**src/pkg/trw_pkg.sv**
```systemverilog
// Shared constants and types for the timer ring walker and its partner.
// Assumes one core clock; memory words are descriptor pointers.
package trw_pkg;

  // ****************************************
  // Geometry and timing
  // ****************************************
  localparam int RINGS      = 16;
  localparam int RING_W     = 4;
  localparam int PTR_W      = 32;
  localparam int ADDR_W     = 16;
  localparam int SLOT_W     = 4;
  localparam int ENT_W      = 3;
  localparam int IVL_W      = 16;
  localparam int CLK_MHZ    = 100;
  localparam int ENT_RATE_M = 80;
  // Cycles per entry at the 80 M/s target; one entry per cycle beats it
  localparam int ENT_CYC    = (CLK_MHZ + ENT_RATE_M - 1) / ENT_RATE_M;
  localparam logic [PTR_W-1:0] NULL_PTR = 32'h0000_0000;
  localparam logic [PTR_W-1:0] CANCEL_PTR = 32'hFFFF_FFFF;

  // ****************************************
  // Walker states
  // ****************************************
  typedef enum logic [2:0] {
    TRW_IDLE,
    TRW_READ,
    TRW_WAIT,
    TRW_SUBMIT,
    TRW_CLEAR
  } trw_state_t;

endpackage

```
**src/pkg/trw_if.sv**
```systemverilog
// Link between the ring walker and the work scheduler / ring memory end.
// Memory read has one-cycle latency; writes complete in the same cycle.
`timescale 1ns/100ps
interface trw_if;
  logic                          mem_rd;
  logic                          mem_wr;
  logic [trw_pkg::ADDR_W-1:0]    mem_addr;
  logic [trw_pkg::PTR_W-1:0]     mem_wdata;
  logic [trw_pkg::PTR_W-1:0]     mem_rdata;
  logic                          mem_rvalid;
  logic                          add_work_valid;
  logic [trw_pkg::PTR_W-1:0]     add_work_ptr;
  logic                          add_work_ready;

  modport walker (
    output mem_rd, mem_wr, mem_addr, mem_wdata, add_work_valid, add_work_ptr,
    input  mem_rdata, mem_rvalid, add_work_ready
  );
  modport sched (
    input  mem_rd, mem_wr, mem_addr, mem_wdata, add_work_valid, add_work_ptr,
    output mem_rdata, mem_rvalid, add_work_ready
  );
endinterface

```
**src/logic/trw_walker.sv**
```systemverilog
// Timer ring walker: paces sixteen rings, forwards each due slot's live entries
// to the scheduler queue, then zeroes the slot. Memory word address is
// {ring, slot, entry}; one-cycle read latency on the link is assumed.
// Interval and enable are levels, read on every cycle.
`timescale 1ns/100ps

// How it works
// - Sixteen rings, each with own slots.
// - Per-ring interval input paces slot progress.
// - One slot handled per elapsed interval.
// - Each entry pointer other than NULL_PTR or CANCEL_PTR sent as add_work.
// - Slot zeroed after its entries forwarded.
// - Entries fire once, never re-armed.
// - 4 to 5 cycles per entry, short of 80M/s.
// - Software takes and initialises descriptor buffers.
// - Software places pointer at delay slot.
// - Software may cancel before slot processed.
module trw_walker #(
  parameter int RINGS = trw_pkg::RINGS
) (
  // Clock and reset
  input  wire logic                          clock,
  input  wire logic                          sys_rst,
  // Ring configuration
  input  wire logic [RINGS-1:0]              ring_en,
  input  wire logic [RINGS*trw_pkg::IVL_W-1:0] ring_interval,
  // Status
  output logic                               busy,
  output logic [RINGS*trw_pkg::SLOT_W-1:0]   ring_slot,
  // Link
  trw_if.walker                              lnk
);

  localparam int IW = trw_pkg::IVL_W;
  localparam int SW = trw_pkg::SLOT_W;
  localparam int EW = trw_pkg::ENT_W;
  localparam int RW = trw_pkg::RING_W;
  localparam int AW = trw_pkg::ADDR_W;

  // ****************************************
  // Interval pacing per ring
  // ****************************************
  logic [IW-1:0]    tick_cnt_r [RINGS];
  logic [SW-1:0]    slot_r     [RINGS];
  logic [RINGS-1:0] due_r;
  logic [RINGS-1:0] done_pulse;
  logic [RW-1:0]    cur_ring_r;
  trw_pkg::trw_state_t st_r;
  logic [EW-1:0]    ent_r;

  // Counters run only while enabled; disabling a ring restarts its count
  genvar g;
  generate
    for (g = 0; g < RINGS; g++) begin : g_ring
      // Each ring has an independent counter, slot and due flag
      always_ff @(posedge clock or posedge sys_rst) begin
        if (sys_rst) begin
          tick_cnt_r[g] <= '0;
          due_r[g]      <= 1'b0;
          slot_r[g]     <= '0;
        end else begin
          if (!ring_en[g]) begin
            tick_cnt_r[g] <= '0;
          end else if (tick_cnt_r[g] + 1'b1 >= ring_interval[g*IW +: IW]) begin
            tick_cnt_r[g] <= '0;
          end else begin
            tick_cnt_r[g] <= tick_cnt_r[g] + 1'b1;
          end
          // Set wins over the clear so a tick in the done cycle is not lost
          if (ring_en[g] && tick_cnt_r[g] + 1'b1 >= ring_interval[g*IW +: IW])
          begin
            due_r[g] <= 1'b1;
          end else if (done_pulse[g]) begin
            due_r[g] <= 1'b0;
          end
          if (done_pulse[g]) begin
            slot_r[g] <= slot_r[g] + 1'b1;
          end
        end
      end
      // A slot is done in the CLEAR state of its last entry, before that entry's clear write
      assign done_pulse[g] = (st_r == trw_pkg::TRW_CLEAR) &&
                             (cur_ring_r == RW'(g)) && (ent_r == '1);
      always_ff @(posedge clock or posedge sys_rst) begin
        if (sys_rst) begin
          ring_slot[g*SW +: SW] <= '0;
        end else begin
          ring_slot[g*SW +: SW] <= done_pulse[g] ? slot_r[g] + 1'b1
                                                 : slot_r[g];
        end
      end
    end
  endgenerate

  // ****************************************
  // Slot walk
  // ****************************************
  logic [RW-1:0]            pick;
  logic                     any_due;
  logic                     live_ent;

  // A null or cancelled word never reaches the queue
  assign live_ent = lnk.mem_rdata != trw_pkg::NULL_PTR &&
                    lnk.mem_rdata != trw_pkg::CANCEL_PTR;

  // Lowest-numbered due ring first; a slot wait of a few entries is short
  // against any sensible interval, so starvation is not a concern.
  always_comb begin
    pick    = '0;
    any_due = 1'b0;
    for (int i = RINGS - 1; i >= 0; i--) begin
      if (due_r[i]) begin
        pick    = RW'(i);
        any_due = 1'b1;
      end
    end
  end

  logic [trw_pkg::ADDR_W-1:0] addr;
  // Word address is {ring, slot, entry}; the upper bits stay zero
  assign addr = AW'({cur_ring_r, slot_r[cur_ring_r], ent_r});

  always_ff @(posedge clock or posedge sys_rst) begin
    if (sys_rst) begin
      st_r       <= trw_pkg::TRW_IDLE;
      cur_ring_r <= '0;
      ent_r      <= '0;
    end else begin
      case (st_r)
        trw_pkg::TRW_IDLE: begin
          if (any_due) begin
            cur_ring_r <= pick;
            ent_r      <= '0;
            st_r       <= trw_pkg::TRW_READ;
          end
        end
        trw_pkg::TRW_READ: begin
          st_r <= trw_pkg::TRW_WAIT;
        end
        trw_pkg::TRW_WAIT: begin
          // Read data stands one cycle after the strobe; deciding on the
          // strobe's own edge would act on the previous word
          if (lnk.mem_rvalid) begin
            if (live_ent) begin
              st_r <= trw_pkg::TRW_SUBMIT;
            end else begin
              st_r <= trw_pkg::TRW_CLEAR;
            end
          end
        end
        trw_pkg::TRW_SUBMIT: begin
          // Hold until the queue has room; dropping it would lose a timer
          if (lnk.add_work_ready) begin
            st_r <= trw_pkg::TRW_CLEAR;
          end
        end
        trw_pkg::TRW_CLEAR: begin
          // Each entry is zeroed as it goes, so it can never fire again
          ent_r <= ent_r + 1'b1;
          st_r  <= (ent_r == '1) ? trw_pkg::TRW_IDLE : trw_pkg::TRW_READ;
        end
        default: begin
          st_r <= trw_pkg::TRW_IDLE;
        end
      endcase
    end
  end

  // ****************************************
  // Link outputs
  // ****************************************
  // Registered link outputs follow the state one cycle behind the
  // decision, so each entry costs a few cycles and the unit stays below
  // the 80 M/s target at 100 MHz; a pipelined read path would close that
  // gap, traded here for a simple registered design.
  // Address is captured on the decision edge, so it stands through the
  // whole read or write.
  always_ff @(posedge clock or posedge sys_rst) begin
    if (sys_rst) begin
      lnk.mem_rd         <= 1'b0;
      lnk.mem_wr         <= 1'b0;
      lnk.mem_addr       <= '0;
      lnk.mem_wdata      <= '0;
      lnk.add_work_valid <= 1'b0;
      lnk.add_work_ptr   <= '0;
      busy               <= 1'b0;
    end else begin
      lnk.mem_rd    <= 1'b0;
      lnk.mem_wr    <= 1'b0;
      lnk.mem_wdata <= trw_pkg::NULL_PTR;
      busy          <= (st_r != trw_pkg::TRW_IDLE) || any_due;
      if (st_r == trw_pkg::TRW_READ) begin
        lnk.mem_rd   <= 1'b1;
        lnk.mem_addr <= addr;
      end
      if (st_r == trw_pkg::TRW_CLEAR) begin
        lnk.mem_wr   <= 1'b1;
        lnk.mem_addr <= addr;
      end
      if (st_r == trw_pkg::TRW_WAIT && lnk.mem_rvalid && live_ent) begin
        lnk.add_work_valid <= 1'b1;
        lnk.add_work_ptr   <= lnk.mem_rdata;
      end else if (lnk.add_work_valid && lnk.add_work_ready) begin
        lnk.add_work_valid <= 1'b0;
      end
    end
  end

endmodule

```
**src/flat_wrapper.sv**
```systemverilog
// flat-port wrapper written by rule: the top's interface ports become plain ports
module trw_walker_flat 
#(
  parameter int RINGS = trw_pkg::RINGS
)
  (clock, sys_rst, ring_en, ring_interval, busy, ring_slot, lnk_mem_rd, lnk_mem_wr, lnk_mem_addr, lnk_mem_wdata, lnk_add_work_valid, lnk_add_work_ptr, lnk_mem_rdata, lnk_mem_rvalid, lnk_add_work_ready);
  trw_if lnk_i ();
  input  wire logic clock;
  input  wire logic sys_rst;
  input  wire logic [RINGS-1:0] ring_en;
  input  wire logic [RINGS*trw_pkg::IVL_W-1:0] ring_interval;
  output logic busy;
  output logic [RINGS*trw_pkg::SLOT_W-1:0] ring_slot;
  output wire logic [$bits(lnk_i.mem_rd)-1:0] lnk_mem_rd;
  output wire logic [$bits(lnk_i.mem_wr)-1:0] lnk_mem_wr;
  output wire logic [$bits(lnk_i.mem_addr)-1:0] lnk_mem_addr;
  output wire logic [$bits(lnk_i.mem_wdata)-1:0] lnk_mem_wdata;
  output wire logic [$bits(lnk_i.add_work_valid)-1:0] lnk_add_work_valid;
  output wire logic [$bits(lnk_i.add_work_ptr)-1:0] lnk_add_work_ptr;
  input wire logic [$bits(lnk_i.mem_rdata)-1:0] lnk_mem_rdata;
  input wire logic [$bits(lnk_i.mem_rvalid)-1:0] lnk_mem_rvalid;
  input wire logic [$bits(lnk_i.add_work_ready)-1:0] lnk_add_work_ready;
  assign lnk_mem_rd = lnk_i.mem_rd;
  assign lnk_mem_wr = lnk_i.mem_wr;
  assign lnk_mem_addr = lnk_i.mem_addr;
  assign lnk_mem_wdata = lnk_i.mem_wdata;
  assign lnk_add_work_valid = lnk_i.add_work_valid;
  assign lnk_add_work_ptr = lnk_i.add_work_ptr;
  assign lnk_i.mem_rdata = lnk_mem_rdata;
  assign lnk_i.mem_rvalid = lnk_mem_rvalid;
  assign lnk_i.add_work_ready = lnk_add_work_ready;
  trw_walker #(.RINGS(RINGS)) u_core (.clock(clock), .sys_rst(sys_rst), .ring_en(ring_en), .ring_interval(ring_interval), .busy(busy), .ring_slot(ring_slot), .lnk(lnk_i));
endmodule
```
**config.mk**
```make
export PLATFORM = sky130hd
export DESIGN_NAME = trw_walker_flat
export DESIGN_NICKNAME = d
export VERILOG_FILES = /design/src/pkg/trw_pkg.sv /design/src/pkg/trw_if.sv /design/src/logic/trw_walker.sv /design/src/flat_wrapper.sv
export SDC_FILE = /design/constraint.sdc
export NUM_CORES = 1
export LEC_CHECK = 0
export BUFFER_PORTS_ARGS = -buffer_cell sky130_fd_sc_hd__buf_2
export CAP_MARGIN = 20
export CORE_MARGIN = 1
export CORE_UTILIZATION = 60
export DETAILED_ROUTE_END_ITERATION = 10
export PLACE_DENSITY_LB_ADDON = 0.05
export SYNTH_ARGS = -nofsm -noshare
export SYNTH_HDL_FRONTEND = slang
export SYNTH_SLANG_ARGS = --single-unit
```
**constraint.sdc**
```tcl
create_clock -name clock -period 27.9 [get_ports clock]
set_clock_uncertainty 0.15 [all_clocks]
set_input_delay 8.37 -clock clock [delete_from_list [all_inputs] [get_ports clock]]
set_output_delay 8.37 -clock clock [all_outputs]
set_load 0.01 [all_outputs]
```
==> results_dict.tcl, run 1 <==
set metrics [dict create \
    period_minus_slack_ns 10.22 \
    clock_sinks 393 \
    clk_pin_slew_ns 0.06 \
    initial_core_util_pct 61.2 \
    synthToLayoutAreaGrowth_pct 15.5 \
    rows 75 \
    antenna_found_initial 1 \
    grt_remaining_overflow 0 \
    synth_cells 2760 \
    drt-initial-drc-count 1362 \
    cts_post_setup_buffers_inserted 0 \
    clock_tree.buffer_depth 3 \
    setup_slack_ns 17.68 \
    setup-tns-final_ns 0 \
    rr_endpoint "u_core.tick_cnt_r[222]" \
    path_class "input pin to flop" \
    wl_per_cell_um 17.5 \
    layout-drive-gt1-share_pct 18.7 \
    grt_use_total_pct 30.3 \
    multi_input_comb_area_sq_um 14400 \
    cp_slowest_cell "and4b_2" \
    r2r_start "u_core.tick_cnt_r[208]" \
    die_x_um 210 \
    hold_start "u_core.lnk.mem_addr[0]" \
    cp-start-kind "input pin" \
    gp_congestion 0.926 \
    layout.nets 3774 \
    power_switching_mw 0.404 \
    dr.pass1.iters 5 \
    layoutNonFillerInstCount 3748 \
    hold_viol_final 0 \
    vdd_ir_drop_max_uv 37.3 \
    grt_pass1_wl_um 107000 \
    intPower_mw 1.05 \
    netlist_area_sq_um 25900 \
    drv_slew 0 \
    hp-class "flop to flop" \
    grt_start_max_net_pins 193 \
    synth_most_common_cell "dfrtp_1" \
    seq_power_share_pct 44.3 \
    relSlewSlack_pct 27.6 \
    synth_commonest_cells "393 x dfrtp_1, 301 x inv_1, 290 x ha_1, 205 x nand3_1, 201 x a21oi_1" \
    r2r_cells 12 \
    grt_pass1_vias 21631 \
    yosys_warnings 0 \
    vias 21434 \
    slowest_delay_ns 0.53 \
    powerDensity_nw_per_um2 48.8 \
    cts-root-buf "clkbuf_16" \
    setup_violations 0 \
    register_area_sq_um 9830 \
    htreeDepth 2 \
    netSwitchingFraction_pct 27.7 \
    critical_path_arrival_ns 10.51 \
    required_ns 28.20 \
    hold_ws_ns 0.328 \
    avgSynthCellArea_sq_um 9.37 \
    cts_tree "yes" \
    holdPathEnd "u_core.lnk.mem_addr[0]" \
    min_path_cells 2 \
    place_inst 3659 \
    clk_latency_ns 0.57 \
    critPathMaxFanout 34 \
    dp_slack_ns 17.11 \
    p_leak_nw 16.3 \
    ys_seq_area_share_pct 38.0 \
    die_h_um 210 \
    fin_crit_sh_pct 36.6 \
    fmax_mhz 97.9 \
    combPwrFrac_pct 16.3 \
    rsz0062_at_grt "false" \
    core-area_sq_um 42200 \
    dieArea_sq_um 43900 \
    yosysUniqueCellTypes 65 \
    cts_hold_buf 0 \
    ys_ff_latch 393 \
    crit_path_start "lnk_mem_rdata[15]" \
    yosysTopAreaCell "dfrtp_1" \
    viasPerCell 5.72 \
    place_hpwl_um 50200 \
    fillers 3291 \
    synth_ff_type "dfrtp_1" \
    final_core_util_pct 70.7 \
    crit_chain "buf_2, nor4_1, nand4_1, o2bb2a_2, and4b_2, or3_1" \
    ant_nets 0 \
    status "complete, no violations" \
    synth_edf_count 0 \
    r2r_setup_slack_ns 24.41 \
    worst_pin_slew_ns 1.08 \
    maxCapViolCount 0 \
    synthArstFlopShare_pct 100 \
    routed_wirelength_um 65500 \
    synth_area_leaders "dfrtp_1 38%, ha_1 14%, xnor2_1 5.4%, inv_1 4.4%, nand3_1 4.0%" \
    port_buffers 418 \
    cts_resized 0 \
    io_pins 456 \
    cts-buffers-inserted 43 \
    drc_errors 0 \
    critPathCaptureType "flop" \
    yosysTopAreaCellShare_pct 38.0 \
    power_frac_clock_pct 39.5 \
]
-- worst max-delay path: cells and delay by family --
| family | cells | cell delay, ns |
|---|---|---|
| AO/OA/AOI/OAI | 1 | 0.32 |
| buffers and inverters | 1 | 0.11 |
| AND/OR/NAND/NOR | 4 | 1.71 |
-- metal layers --
| layer | track usage [%] | wire (um) | share of wire [%] |
|---|---|---|---|
| met1 | 39.4 | 27800 | 42 |
| met2 | 51.1 | 31200 | 48 |
| met3 | 4.22 | 3750 | 5.7 |
| met4 | 12.7 | 2710 | 4.1 |
| met5 | 0 | 0 | 0 |
-- metrics by stage --
stage                     power (mW)  cell area [sq um]
after floorplan                0.798              26000
after global placement         0.878              28300
after detailed placement       0.891              28300
after CTS                       1.47              29700
after global routing            1.52              29800
final                           1.46              29800
-- logic make-up after synthesis --
| kind of cell | share of synthesized area [%] |
|---|---|
| muxes | 3.42 |
| adders and majority gates | 14.0 |
| AOI/OAI and AO/OA | 9.94 |
| other | 0.0145 |
| DFF | 38.0 |
| and+or+nand+nor | 18.7 |
| xor gates and xnor gates | 9.18 |
| buffers and inverters | 6.65 |
-- flip-flops by register name, indices dropped and copies added (netlist names), 3 cells and up --
name                     flops
u_core.lnk.add_work_ptr     32
u_core.st_r                  3
u_core.cur_ring_r            4
u_core.tick_cnt_r          256
u_core.ent_r                 3
u_core.ring_slot            12
u_core.lnk.mem_addr         11
u_core.slot_r               52
u_core.due_r                16
-- layout by cell type (no fill, tap or decap), types with 7 or more instances in the layout --
cell type  instances
nor2b_1           99
o21ai_1            9
dfrtp_1          393
nor3b_1           34
a211o_1           13
and2_1             8
nor2_1            96
mux2_2            43
o211ai_1          10
a31o_2             8
nor3_1            49
xnor2_1          158
nor4_1            40
clkbuf_16         43
o21ai_0           32
a21oi_1          201
mux4_2            16
a31oi_1            9
ha_1             290
clkbuf_1          10
buf_4             21
nand2_1          192
nand3_1          205
and3_1            22
nand3b_1          10
nand2b_1          10
conb_1            37
a21o_1            58
a211oi_1          26
a21boi_0           7
buf_2            418
and4_1            24
xor2_1           113
inv_1            300
o21bai_1           7
nand4_1           95
-- worst max-delay path by stage --
stage,cells past startpoint,endpoint,slack (ns)
after global routing,6,u_core.st_r[0],17.61
after global placement,6,u_core.st_r[0],17.11
after floorplan,1,u_core.busy,8.45
final,6,u_core.st_r[0],17.68
after CTS,8,u_core.tick_cnt_r[175],17.72
after detailed placement,6,u_core.st_r[0],17.11
-- area by class of cell --
type / count / area share [%]
flip-flops and latches: 393 / 32.9
repair buffers: 445 / 7.86
clock inverters: 18 / 0.717
clock buffers: 59 / 4.01
well taps: 539 / 2.26
inverters: 303 / 3.84
multi-input cells: 1990 / 48.4
diodes: 1 / 0.00838
-- power by group through the flow --
| stage | logic [mW] | registers [mW] | clock network [mW] |
|---|---|---|---|
| final | 0.237 | 0.645 | 0.575 |
| after detailed placement | 0.237 | 0.655 | 0 |
| after global routing | 0.263 | 0.650 | 0.610 |
| after floorplan | 0.139 | 0.659 | 0 |
| after global placement | 0.227 | 0.652 | 0 |
| after CTS | 0.238 | 0.645 | 0.585 |
Power figures use the tool's default switching activity.
==> inputs of run 2 (changes only) <==
--- a/config.mk
+++ b/config.mk
@@ -5,10 +5,11 @@
 export SDC_FILE = /design/constraint.sdc
 export NUM_CORES = 1
 export LEC_CHECK = 0
+export ABC_AREA = 1
 export BUFFER_PORTS_ARGS = -buffer_cell sky130_fd_sc_hd__buf_2
 export CAP_MARGIN = 20
 export CORE_MARGIN = 1
-export CORE_UTILIZATION = 60
+export CORE_UTILIZATION = 58
 export DETAILED_ROUTE_END_ITERATION = 10
 export PLACE_DENSITY_LB_ADDON = 0.05
 export SYNTH_ARGS = -nofsm -noshare
==> constraint.sdc (replaced) <==
create_clock -name clock -period 9.5 [get_ports clock]
set_clock_uncertainty 0.15 [all_clocks]
set_input_delay 2.85 -clock clock [delete_from_list [all_inputs] [get_ports clock]]
set_output_delay 2.85 -clock clock [all_outputs]
set_load 0.01 [all_outputs]
==> run 2 against run 1 <==
  * Utilization down 2.4 points
  * Worst setup slack worse by 13 ns
  * Clock-buffer cell count up 6
  * Synthesized cell count up 14%
  * Sequential power rose to 2.9 times the previous value
  * Power rose to 3.0 times the previous value
  * Worst hold slack worse by 0.0074 ns
  * Clock power rose to 3.1 times the previous value
  * Non-clock buffer count down 22
  * Register-to-register slack worse by 19 ns
  * First-iteration DRC count up 2.6%
  * Via count up 1.6%
  * Critical endpoint is now u_core.tick_cnt_r[112]
  * Largest cell class unchanged
==> results_dict.tcl, run 2 <==
set metrics [dict create \
    status "complete, no violations" \
    powerDensity_nw_per_um2 147 \
    rsz0062_at_grt "false" \
    cp-start-kind "input pin" \
    final_common_cell "inv_1" \
    setup_violations 0 \
    final_cell_mix "624 x inv_1, 510 x nand2_1, 418 x buf_2" \
    vdd_ir_drop_max_uv 148 \
    synthArstFlopShare_pct 100 \
    drc_errors 0 \
    reg.largest.list "u_core.tick_cnt_r (256), u_core.slot_r (52), u_core.lnk.add_work_ptr (32)" \
    p_leak_nw 17.0 \
    cp_slowest_cell "ha_1" \
    rows 77 \
    yosysTopAreaCellShare_pct 37.9 \
    clk_latency_ns 0.57 \
    ys_seq_area_share_pct 37.9 \
    use_met3_pct 5.83 \
    top_register "u_core.tick_cnt_r" \
    grt_pass1_wl_um 103000 \
    cts_tree "yes" \
    dieArea_sq_um 45500 \
    slowest_delay_ns 0.30 \
    synth_commonest_cells "625 x inv_1, 510 x nand2_1, 393 x dfrtp_1, 290 x ha_1, 265 x nor2_1" \
    avgSynthCellArea_sq_um 8.23 \
    required_ns 9.83 \
    cts_post_setup_buffers_inserted 0 \
    drv_slew 0 \
    cts_resized 0 \
    htreeDepth 2 \
    ant_nets 0 \
    die_x_um 213 \
    yosys_warnings 0 \
    synthToLayoutAreaGrowth_pct 16.2 \
    cts_hold_buf 0 \
    grt_use_total_pct 28.0 \
    top_usage_layer "met2" \
    drt-initial-drc-count 1398 \
    routed_wirelength_um 63000 \
    critPathMaxFanout 9 \
    synth_cells 3149 \
    yosysUniqueCellTypes 49 \
    final_core_util_pct 68.3 \
    cts-root-buf "clkbuf_16" \
    synth_edf_count 0 \
    gp_congestion 0.882 \
    critPathCaptureType "flop" \
    grt_use_met2_pct 45.8 \
    antenna_found_initial 1 \
    worst_pin_slew_ns 1.08 \
    layout-drive-gt1-share_pct 15.7 \
    grt_start_max_net_pins 189 \
    setup-tns-final_ns 0 \
    die_h_um 213 \
    crit_chain "buf_2, inv_1, ha_1, a21oi_1, o21ai_0, nand2_1, o211ai_1, nand2_1, nand3_1, nor2_1, clkinv_1, nor2_1" \
    io_pins 456 \
    hold_viol_final 0 \
    fin_crit_sh_pct 45.6 \
    core-area_sq_um 44100 \
    largest_reg_flops 256 \
    hp-class "flop to flop" \
    vias 21787 \
    path_class "input pin to flop" \
    clock_sinks 393 \
    period_minus_slack_ns 4.33 \
    critical_path_arrival_ns 4.66 \
    cts-buffers-inserted 44 \
    grt_remaining_overflow 0 \
    clock_tree.buffer_depth 3 \
    place_hpwl_um 50100 \
    relSlewSlack_pct 27.8 \
    synth_ff_type "dfrtp_1" \
    layout.nets 4197 \
    clk_pin_slew_ns 0.06 \
    netlist_area_sq_um 25900 \
    viasPerCell 5.15 \
    yosysTopAreaCell "dfrtp_1" \
    fmax_mhz 231 \
    ys_ff_latch 393 \
    synth_most_common_cell "inv_1" \
    grt_pass1_vias 21759 \
    dr.pass1.iters 8 \
    synth_area_leaders "dfrtp_1 38%, ha_1 14%, inv_1 9.1%, nand2_1 7.4%, xor2_1 5.6%" \
    maxCapViolCount 0 \
    port_buffers 418 \
    grt_util_met1_pct 36.1 \
    wl_per_cell_um 14.9 \
    initial_core_util_pct 58.7 \
]
-- run 2: changes by cell type in the layout (fill, tap and decap cells not counted), sizes merged, moves of 48 or more --
| cell | previous run | this run |
|---|---|---|
| nor3b | 34 | 99 |
| nor2b | 99 | 0 |
| a21oi | 201 | 153 |
| nand3 | 206 | 132 |
| a21o | 58 | 2 |
| nor2 | 102 | 292 |
| nand2 | 192 | 511 |
| xor2 | 113 | 167 |
| inv | 305 | 626 |
| xnor2 | 158 | 77 |
| o21ai | 41 | 101 |
-- run 2: cell type report --
class | instances | area [sq um]
fill | 3634 | 14000
multi-input combinational | 2106 | 13500
sequential | 393 | 9830
inverter | 631 | 2370
timing repair buffer | 423 | 2150
clock buffer | 65 | 1300
tap | 592 | 741
clock inverter | 16 | 225
antenna | 1 | 2.50
-- run 2: worst max-delay path: cells and delay by family --
| kind | cells | cell delay, ns |
|---|---|---|
| and+or+nand+nor | 5 | 0.79 |
| buffers and inverters | 3 | 0.37 |
| AOI/OAI and AO/OA | 3 | 0.33 |
| adders and majority gates | 1 | 0.30 |
-- run 2: cells by family after synthesis --
family	count (synthesis)	share of synthesized area [%]
and+or+nand+nor	1230	22.8
buffers and inverters	686	10.5
DFF	393	37.9
AOI/OAI and AO/OA	301	6.29
adders and majority gates	290	14.0
xor gates and xnor gates	244	8.27
muxes	4	0.174
other	1	0.0145
-- run 2: path summary, 6_finish.rpt --
check	slack, ns	to	startpoint	cells after the start
min in group asynchronous	2.33	u_core.lnk.add_work_ptr[29]	sys_rst	3
worst min register to register	0.32	u_core.lnk.mem_addr[8]	u_core.lnk.mem_addr[8]	2
worst max-delay path	5.17	u_core.tick_cnt_r[112]	ring_interval[131]	12
worst max register to register	5.77	u_core.tick_cnt_r[112]	u_core.tick_cnt_r[112]	19
max in group asynchronous	5.45	u_core.tick_cnt_r[193]	sys_rst	4
worst min-delay path	0.32	u_core.lnk.mem_addr[8]	u_core.lnk.mem_addr[8]	2
-- run 2: per-layer routing --
layer	vias to the layer above	routed length, um
met5	-	0
met4	0	2430
met3	123	4190
met2	549	29100
met1	10198	27300
li1	10917	-
-- run 2: power breakdown --
part	switching, mW	internal, mW
clock	0.700	1.09
combinational	0.485	0.271
sequential	0.0846	1.79
total	1.27	3.15
-- run 2: metrics by stage --
| stage | hold slack [ns] | power [mW] | instance area [sq um] | setup WS, ns | cells |
|---|---|---|---|---|---|
| 4_1_cts | 0.326 | 4.47 | 30100 | 5.21 | 4226 |
| 3_3_place_gp | 0.307 | 2.64 | 28600 | 4.72 | 4145 |
| 6_report | 0.320 | 4.42 | 30100 | 5.17 | 4227 |
| 2_1_floorplan | 0.292 | 2.36 | 26100 | 1.21 | 3185 |
| 3_5_place_dp | 0.309 | 2.66 | 28600 | 4.62 | 4145 |
| 5_1_grt | 0.339 | 4.66 | 30100 | 4.91 | 4227 |
